`config.mk`:
```
export PLATFORM = sky130hd
export DESIGN_NAME = pdsa_agu
export DESIGN_NICKNAME = d
export VERILOG_FILES = /design/src/inc/pdsa_pkg.sv /design/src/rtl/pdsa_agu.sv
export VERILOG_INCLUDE_DIRS = /design/src /design/src/inc
export SDC_FILE = /design/constraint.sdc
export NUM_CORES = 1
export LEC_CHECK = 0
export ABC_CLOCK_PERIOD_IN_PS = 4500
export BUFFER_PORTS_ARGS = -buffer_cell sky130_fd_sc_hd__clkbuf_2
export CAP_MARGIN = 0
export CORE_UTILIZATION = 45
export CTS_CLUSTER_SIZE = 20
export DETAILED_ROUTE_END_ITERATION = 16
export GPL_TIMING_DRIVEN = 0
export HOLD_SLACK_MARGIN = 0.12
export PLACE_DENSITY = 0.72
export SLEW_MARGIN = 20
export SYNTH_ARGS = -nofsm -noshare
export SYNTH_HDL_FRONTEND = slang
export SYNTH_SLANG_ARGS = --single-unit
```
`constraint.sdc`:
```
create_clock -name sys_clk_i -period 4.5 [get_ports sys_clk_i]
set_clock_uncertainty 0.05 [all_clocks]
set_input_delay 1.125 -clock sys_clk_i [delete_from_list [all_inputs] [get_ports sys_clk_i]]
set_output_delay 1.125 -clock sys_clk_i [all_outputs]
set_load 0.05 [all_outputs]
```
`src/inc/pdsa_map.svh`:
```
`ifndef PDSA_MAP_SVH
`define PDSA_MAP_SVH

// ----------------------------------------------------------------
// register offsets (byte addresses, one 32-bit word each)
// ----------------------------------------------------------------
`define PDSA_OFF_PAGE   8'h00
`define PDSA_OFF_SP     8'h04
`define PDSA_OFF_STAT   8'h08

// ----------------------------------------------------------------
// status register fields
// ----------------------------------------------------------------
`define PDSA_STAT_TRAP  0
`define PDSA_STAT_BUSY  1
`define PDSA_STAT_PROG  2

// ----------------------------------------------------------------
// reset values and page boundaries
// ----------------------------------------------------------------
`define PDSA_PAGE_RST   10'h001
`define PDSA_PAGE_ZERO  10'h000
`define PDSA_PAGE_PS    10'h200
`define PDSA_PAGE_MAX   10'h3FF
`define PDSA_SP_RST     16'h1000
`define PDSA_SP_STEP    16'h0002

`endif

```
`src/inc/pdsa_pkg.sv`:
```
package pdsa_pkg;

  // ----------------------------------------------------------------
  // modes, stack operations and states
  // ----------------------------------------------------------------
  typedef enum logic [2:0] {
    PDSA_AM_PLAIN   = 3'h0,
    PDSA_AM_PREPOST = 3'h1,
    PDSA_AM_REGOFF  = 3'h2,
    PDSA_AM_MODULO  = 3'h3,
    PDSA_AM_BITREV  = 3'h4
  } pdsa_mode_t;

  typedef enum logic [2:0] {
    PDSA_OP_NONE = 3'h0,
    PDSA_OP_PUSH = 3'h1,
    PDSA_OP_POP  = 3'h2,
    PDSA_OP_CALL = 3'h3,
    PDSA_OP_EXC  = 3'h4
  } pdsa_stkop_t;

  typedef enum logic [1:0] {
    PDSA_ST_IDLE  = 2'b01,
    PDSA_ST_UPPER = 2'b10
  } pdsa_state_t;

  // ----------------------------------------------------------------
  // whole state of the block
  // ----------------------------------------------------------------
  typedef struct packed {
    logic [9:0]  page;
    logic [15:0] sp;
    pdsa_state_t fsm;
    logic [15:0] hi_word;
    logic        acc_valid;
    logic [23:0] acc_addr;
    logic        acc_prog;
    logic [15:0] ea_next;
    logic        trap;
    logic        trap_flag;
    logic        mem_we;
    logic        mem_re;
    logic [15:0] mem_addr;
    logic [15:0] mem_wdata;
    logic        busy;
    logic        pready;
    logic        pslverr;
    logic [31:0] prdata;
  } pdsa_state_s_t;

endpackage : pdsa_pkg

```
`src/rtl/pdsa_agu.sv`:
```
// The placing of the registers and register access over APB were left to the implementer.
`timescale 1ns/1ps
`include "pdsa_map.svh"

// Function
// - EA bit 15 set gives 24-bit address {page[8:0], EA[14:0]} for any nonzero page.
// - pages 0x200 and above map to program space, read only.
// - page carry only for paged start address with pre/post modified indirect.
// - overflow increments page and keeps EA bit 15 set.
// - underflow decrements page and keeps EA bit 15 set.
// - offset, modulo, bit-reversed modes keep page, set EA bit 15, wrap.
// - overflow at 0x3FF, underflow at 0x001/0x200 keep page, clear bit 15.
// - paged access with page zero raises address error trap, no access.
// - reset loads page register with 0x001.
// - writing zero to the page register is ignored.
// - addresses with EA bit 15 clear are always direct.
// - other pages reachable only through upper half with page register.
// - stack pointer moves on exceptions, calls, returns; stays read/writable.
// - stack pointer bit 0 is always zero.
// - reset loads stack pointer with 0x1000.
// - stack grows upward; push writes then increments, pop decrements then reads.
// - pc push stores bits 15:0 first, then bits 22:16 in next word.
// - on a call the upper stacked word has a zero top byte.
// - on exception the upper word carries the status low byte.
// - stack and active frame pointer are never paged, stay 16-bit.
module pdsa_agu (
  input  wire logic               sys_clk_i,       // core clock
  input  wire logic               nrst_i,          // async reset, low
  // apb slave
  input  wire logic               psel_i,          // apb select
  input  wire logic               penable_i,       // apb access phase
  input  wire logic               pwrite_i,        // apb write
  input  wire logic [7:0]         paddr_i,         // apb byte address
  input  wire logic [31:0]        pwdata_i,        // apb write data
  output logic                    pready_o,        // apb ready
  output logic                    pslverr_o,       // apb error
  output logic [31:0]             prdata_o,        // apb read data
  // effective address request
  input  wire logic               ea_req_i,        // address request
  input  wire logic               ea_wr_i,         // request is a write
  input  wire pdsa_pkg::pdsa_mode_t ea_mode_i,     // addressing mode
  input  wire logic [15:0]        ea_base_i,       // unmodified address
  input  wire logic [15:0]        ea_ofs_i,        // signed modification
  input  wire logic               ea_sp_i,         // base is stack pointer
  input  wire logic               ea_fp_i,         // base is frame pointer
  input  wire logic               sfa_i,           // stack frame active
  output logic                    acc_valid_o,     // access issued
  output logic [23:0]             acc_addr_o,      // access address
  output logic                    acc_prog_o,      // access to program space
  output logic [15:0]             ea_next_o,       // updated pointer value
  output logic                    trap_o,          // address error trap
  output logic [9:0]              page_o,          // read page register
  // stack
  input  wire pdsa_pkg::pdsa_stkop_t stk_op_i,     // stack operation
  input  wire logic [15:0]        stk_data_i,      // push data
  input  wire logic [22:0]        pc_i,            // program counter
  input  wire logic [7:0]         srl_i,           // status low byte
  input  wire logic               sp_wr_i,         // cpu writes sp
  input  wire logic [15:0]        sp_wdata_i,      // cpu sp value
  output logic [15:0]             sp_o,            // stack pointer
  output logic                    stk_busy_o,      // upper word pending
  output logic                    mem_we_o,        // data memory write
  output logic                    mem_re_o,        // data memory read
  output logic [15:0]             mem_addr_o,      // data memory address
  output logic [15:0]             mem_wdata_o      // data memory data
);
  import pdsa_pkg::*;

  // ----------------------------------------------------------------
  // state
  // ----------------------------------------------------------------
  pdsa_state_s_t s;
  pdsa_state_s_t next_s;

  // ----------------------------------------------------------------
  // helpers
  // ----------------------------------------------------------------
  function automatic logic [23:0] form_addr(input logic [9:0] pg,
                                             input logic [15:0] ea,
                                             input logic nopage);
    if (nopage || !ea[15]) begin
      form_addr = {8'h00, ea};
    end else begin
      form_addr = {pg[8:0], ea[14:0]};
    end
  endfunction : form_addr

  // stack pointer moves by one word either way; used by push, pop and frames
  function automatic logic [15:0] sp_up(input logic [15:0] sp);
    sp_up = sp + `PDSA_SP_STEP;
  endfunction : sp_up

  function automatic logic [15:0] sp_down(input logic [15:0] sp);
    sp_down = sp - `PDSA_SP_STEP;
  endfunction : sp_down

  logic [15:0] ea_res;
  logic        win;
  logic        ov;
  logic        un;
  logic        nopage;
  logic        apb_wr;
  logic        apb_setup;

  assign ea_res    = ea_base_i + ea_ofs_i;
  assign nopage    = ea_sp_i | (ea_fp_i & sfa_i);
  assign win       = ea_base_i[15] & ~nopage;
  assign ov        = win & ~ea_ofs_i[15] & ~ea_res[15];
  assign un        = win & ea_ofs_i[15] & ~ea_res[15];
  assign apb_setup = psel_i & ~penable_i;
  assign apb_wr    = psel_i & penable_i & pwrite_i & s.pready;

  // ----------------------------------------------------------------
  // next state
  // ----------------------------------------------------------------
  always_comb begin
    logic [9:0]  pg;
    logic [15:0] e;
    pg     = s.page;
    e      = ea_res;
    next_s = s;
    next_s.acc_valid = 1'b0;
    next_s.trap      = 1'b0;
    next_s.mem_we    = 1'b0;
    next_s.mem_re    = 1'b0;
    next_s.pready    = 1'b0;
    next_s.pslverr   = 1'b0;

    // paged address generation
    if (ea_req_i) begin
      if (ov || un) begin
        if (ea_mode_i == PDSA_AM_PREPOST) begin
          if (ov && s.page == `PDSA_PAGE_MAX) begin
            e[15] = 1'b0;
          end else if (un && (s.page == `PDSA_PAGE_RST || s.page == `PDSA_PAGE_PS)) begin
            e[15] = 1'b0;
          end else if (ov) begin
            pg    = s.page + 10'h001;
            e[15] = 1'b1;
          end else begin
            pg    = s.page - 10'h001;
            e[15] = 1'b1;
          end
        end else if (ea_mode_i != PDSA_AM_PLAIN) begin
          e[15] = 1'b1;
        end
      end
      next_s.page    = pg;
      next_s.ea_next = e;
      // page zero cannot be reached through the upper half, and program
      // space is read only, so both abort the access with a trap
      if (!nopage && e[15] && (pg == `PDSA_PAGE_ZERO || (pg[9] && ea_wr_i))) begin
        next_s.trap      = 1'b1;
        next_s.trap_flag = 1'b1;
      end else begin
        next_s.acc_valid = 1'b1;
        next_s.acc_addr  = form_addr(pg, e, nopage);
        next_s.acc_prog  = !nopage && e[15] && pg[9];
      end
    end else if (apb_wr && paddr_i == `PDSA_OFF_PAGE) begin
      if (pwdata_i[9:0] != `PDSA_PAGE_ZERO) begin
        next_s.page = pwdata_i[9:0];
      end
    end

    // status flag clear, trap set wins
    if (apb_wr && paddr_i == `PDSA_OFF_STAT && pwdata_i[`PDSA_STAT_TRAP] && !next_s.trap) begin
      next_s.trap_flag = 1'b0;
    end

    // stack engine
    unique case (s.fsm)
      PDSA_ST_IDLE: begin
        unique case (stk_op_i)
          PDSA_OP_PUSH: begin
            next_s.mem_we    = 1'b1;
            next_s.mem_addr  = s.sp;
            next_s.mem_wdata = stk_data_i;
            next_s.sp        = sp_up(s.sp);
          end
          PDSA_OP_POP: begin
            next_s.mem_re   = 1'b1;
            next_s.mem_addr = sp_down(s.sp);
            next_s.sp       = sp_down(s.sp);
          end
          PDSA_OP_CALL, PDSA_OP_EXC: begin
            next_s.mem_we    = 1'b1;
            next_s.mem_addr  = s.sp;
            next_s.mem_wdata = pc_i[15:0];
            next_s.sp        = sp_up(s.sp);
            next_s.fsm       = PDSA_ST_UPPER;
            if (stk_op_i == PDSA_OP_CALL) begin
              next_s.hi_word = {8'h00, 1'b0, pc_i[22:16]};
            end else begin
              next_s.hi_word = {srl_i, 1'b0, pc_i[22:16]};
            end
          end
          default: begin
            if (sp_wr_i) begin
              next_s.sp = {sp_wdata_i[15:1], 1'b0};
            end else if (apb_wr && paddr_i == `PDSA_OFF_SP) begin
              next_s.sp = {pwdata_i[15:1], 1'b0};
            end
          end
        endcase
      end
      PDSA_ST_UPPER: begin
        next_s.mem_we    = 1'b1;
        next_s.mem_addr  = s.sp;
        next_s.mem_wdata = s.hi_word;
        next_s.sp        = sp_up(s.sp);
        next_s.fsm       = PDSA_ST_IDLE;
      end
      default: begin
        next_s.fsm = PDSA_ST_IDLE;
      end
    endcase
    next_s.busy = (next_s.fsm == PDSA_ST_UPPER);

    // apb: data and ready are prepared in the setup cycle so that
    // every bus output comes from a flop; one access cycle, no waits
    if (apb_setup) begin
      next_s.pready = 1'b1;
      next_s.prdata = 32'h0000_0000;
      unique case (paddr_i)
        `PDSA_OFF_PAGE: next_s.prdata = {22'h00_0000, s.page};
        `PDSA_OFF_SP:   next_s.prdata = {16'h0000, s.sp};
        `PDSA_OFF_STAT: begin
          next_s.prdata[`PDSA_STAT_TRAP] = s.trap_flag;
          next_s.prdata[`PDSA_STAT_BUSY] = s.busy;
          next_s.prdata[`PDSA_STAT_PROG] = s.acc_prog;
        end
        default: next_s.pslverr = 1'b1;
      endcase
    end
  end

  // ----------------------------------------------------------------
  // registers
  // ----------------------------------------------------------------
  always_ff @(posedge sys_clk_i or negedge nrst_i) begin
    if (!nrst_i) begin
      s           <= '0;
      s.page      <= `PDSA_PAGE_RST;
      s.sp        <= `PDSA_SP_RST;
      s.fsm       <= PDSA_ST_IDLE;
    end else begin
      s <= next_s;
    end
  end

  // ----------------------------------------------------------------
  // outputs
  // ----------------------------------------------------------------
  assign pready_o    = s.pready;
  assign pslverr_o   = s.pslverr;
  assign prdata_o    = s.prdata;
  assign acc_valid_o = s.acc_valid;
  assign acc_addr_o  = s.acc_addr;
  assign acc_prog_o  = s.acc_prog;
  assign ea_next_o   = s.ea_next;
  assign trap_o      = s.trap;
  assign page_o      = s.page;
  assign sp_o        = s.sp;
  assign stk_busy_o  = s.busy;
  assign mem_we_o    = s.mem_we;
  assign mem_re_o    = s.mem_re;
  assign mem_addr_o  = s.mem_addr;
  assign mem_wdata_o = s.mem_wdata;

endmodule : pdsa_agu

```
==> results.tsv <==
stage	metric	value	unit
sta	hold_viol	0	
synthesis	yosysUniqueCellTypes	69	
power_and_ir_drop	power_leakage	5.75	nW
cells_and_area	stdcell_count	1647	
synthesis	synth_adder_area_share	3.29	%
cts	cts.clk_slew.worst_paths	50	ps
worst_setup_path	worst-setup-path-type	in2reg	
worst_setup_path	path_delay_family	simple AND/OR/NAND/NOR gates	
cells_and_area	final_core_util	57.6	%
sta	setup_viol	0	
worst_setup_path	crit_chain	clkbuf_2 -> nor3b_1 -> nand4_1 -> nor2_1 -> a21boi_0 -> nor3_1 -> or4_1 -> nor3_1 -> nand3_1 -> nand3_2 -> inv_2 -> buf_6 -> mux2_4	
power_and_ir_drop	power.total	6.98	mW
floorplanning	io_pins	290	
synthesis	ys.warnings.count	0	
detailed_routing	postRouteAntennaNets	0	
floorplanning	dieArea	0.0214	mm2
synthesis	synth_area	0.00936	mm2
sta	period_minus_slack	4230	ps
synthesis	synth_top_family_by_area	simple AND/OR/NAND/NOR gates	
sta	rsz0062_at_grt	false	
global_route	grtUsageTotal	25.1	%
placement	placed_cells	1614	
power_and_ir_drop	powerDensity	597	mW/mm2
cells_and_area	nNetsFinal	1539	
global_route	grt_overflow	0	
worst_setup_path	worstSetupEndpointType	register	
cells_and_area	layout-drive-gt1-share	34.9	%
floorplanning	die_w	146	um
placement	dp_hpwl	20600	um
cts	htreeDepth	4	
detailed_routing	viasPerCell	5.25	
floorplanning	placementRows	52	
detailed_routing	drt-pass1-iter-count	5	
cts	clock-sinks	138	
synthesis	synth_compound_area_share	16.0	%
cells_and_area	final_area	0.0117	mm2
cts	cts_buffers	17	
global_route	antenna_found_initial	0	
global_route	grt_max_degree	86	
cts	post_cts_buffers	0	
detailed_routing	drtIter0Drc	513	
job	maxCapViolations	0	
sta	fmaxAchievable	237	MHz
run_status	status	complete, no violations	
synthesis	synth_xor_area_share	3.93	%
worst_setup_path	slowest_delay	550	ps
worst_setup_path	arrival	4470	ps
global_route	grt_pass1_vias	8251	
synthesis	synth_edf_count	0	
synthesis	ys_async_sr_fraction	100	%
sta	slew_violations	0	
placement	gp_congestion	0.921	
detailed_routing	routedWlPerCell	16.2	um
cts	cts_buffer_depth	2	
worst_setup_path	start_kind	primary input	
synthesis	syn-instance-count	1074	
detailed_routing	vias	8639	
sta	finalSetupTns	0	ps
cells_and_area	area_delta_synth_final	24.9	%
sta	period_share	94.0	%
synthesis	synth_top_flop_cell	dfrtp_1	
worst_setup_path	crit_slowest_cell	or4_1	
detailed_routing	routed_wirelength	26800	um
worst_setup_path	cp_max_fo	10	
placement	numPortBuffers	252	
worst_setup_path	critical_path_required	4740	ps
cells_and_area	n_fill_cell	1915	
cts	cts_root_buf	clkbuf_16	
floorplanning	core_area	0.0203	mm2
worst_setup_path	path_buf_inv	3	
worst_setup_path	crit_top_cell	nor3_1	
cells_and_area	mostFrequentLayoutCells	clkbuf_2, dfrtp_1, buf_4	
power_and_ir_drop	ir_worst_vdd	0.000290	V
synthesis	synth_mux_area_share	8.70	%
detailed_routing	drc	0	
synthesis	ys_seq_area_share	36.9	%
placement	post_dp_cell_area	0.0111	mm2
cts	cts_tree	done	
cts	holdBufCountCts	0	
sta	worst_pin_slew	1130	ps
global_route	grt_pass1_wl	42400	um
floorplanning	start_util	46.1	%
floorplanning	fp.dieH	146	um
synthesis	ys_ff_latch	138	
cts	clk_latency	420	ps
synthesis	synthSimpleGateAreaFrac	16.9	%
sta	relSlewSlack	24.2	%
hold_path	hp-class	reg2reg	
synthesis	syn_area_per_cell	8.72	um2
cells_and_area	final_common_cell	clkbuf_2	
## worst reg2reg max path, delay by kind of cell, from the launching register on
family	cells	cell delay, ps
AND/OR/NAND/NOR	6	1430
multiplexers	4	1090
flip-flops	1	660
buffers and inverters	3	410
adder cells (fa/ha/maj)	1	250
## flip-flops by register name, indices dropped and copies added, names as in the netlist, 10 cells and up
register	count
acc_addr_o	24
s	18
ea_next_o	16
mem_wdata_o	16
prdata_o	16
mem_addr_o	15
sp_o	15
page_o	10
## kinds of logic (layout without fill, tap and decap cells)
kind of cell	after synthesis	in the layout
xor gates and xnor gates	42	42
muxes	70	70
buffers and inverters	218	503
AOI/OAI and AO/OA	246	246
adders and majority gates	24	24
and+or+nand+nor	335	335
DFF	138	138
other	1	19
## timing repair
item	in CTS	in global routing
endpoints found under the hold margin	0	0
resized for setup	0	2
setup endpoints to repair	0	9
## area by class of cell
cell class / count / area, um2 / share of cell area, %
diodes: 1 / 2.50 / 0.0214
flip-flops and latches: 138 / 3460 / 29.6
multi-input cells: 735 / 4640 / 39.7
clock inverters: 13 / 193 / 1.65
clock buffers: 19 / 433 / 3.70
inverters: 24 / 90.1 / 0.770
plain buffers: 194 / 1240 / 10.6
well taps: 270 / 338 / 2.89
repair buffers: 253 / 1300 / 11.1
## path summary, 6_finish.rpt
check / startpoint / to / slack, ps / cells after the start
max in group asynchronous: nrst_i / s[129] / 2970 / 2
hold reg to reg: mem_wdata_o[11] / mem_wdata_o[11] / 430 / 2
hold / removal: mem_wdata_o[11] / mem_wdata_o[11] / 430 / 2
setup reg to reg: page_o[0] / acc_addr_o[15] / 480 / 14
setup / recovery: ea_mode_i[1] / acc_addr_o[15] / 270 / 13
min in group asynchronous: nrst_i / prdata_o[15] / 610 / 1
## cells in the mapped netlist, drive strengths merged, types with 11 or more instances
library cell / instances / area [um2]
buf: 141 / 1050
dfrtp: 135 / 3380
nand2: 126 / 473
o21ai: 83 / 415
a21oi: 81 / 405
nor2: 79 / 297
clkbuf: 53 / 199
mux2: 41 / 495
mux2i: 29 / 319
nor3: 29 / 150
xnor2: 26 / 228
inv: 24 / 90.1
ha: 23 / 288
a22o: 20 / 175
nand3: 16 / 85.1
xor2: 16 / 140
nor4: 14 / 93.8
a21o: 11 / 82.6
and3: 11 / 68.8
## stage by stage
step | hold WS (ps) | setup slack, ps
CTS | 434 | 193
global placement | 413 | -253
floorplan | 400 | 356
detailed placement | 421 | -244
global route | 449 | 55.4
finish | 431 | 272
## where the power goes
part           leakage, nW  switching, mW  total (mW)  internal (mW)
clock network        0.299          0.575        1.51          0.935
registers             1.70          0.232        1.86           1.63
logic                 3.76           2.40        3.60           1.21
total                 5.75           3.20        6.98           3.78
## layer usage
layer	wire length [um]	GRT usage, %	vias to the layer above
met5	0	0	-
met1	11200	32.0	4025
met3	2060	5.53	68
met2	12600	41.5	368
li1	-	-	4178
met4	953	10.0	0
Power figures use the tool's default switching activity.
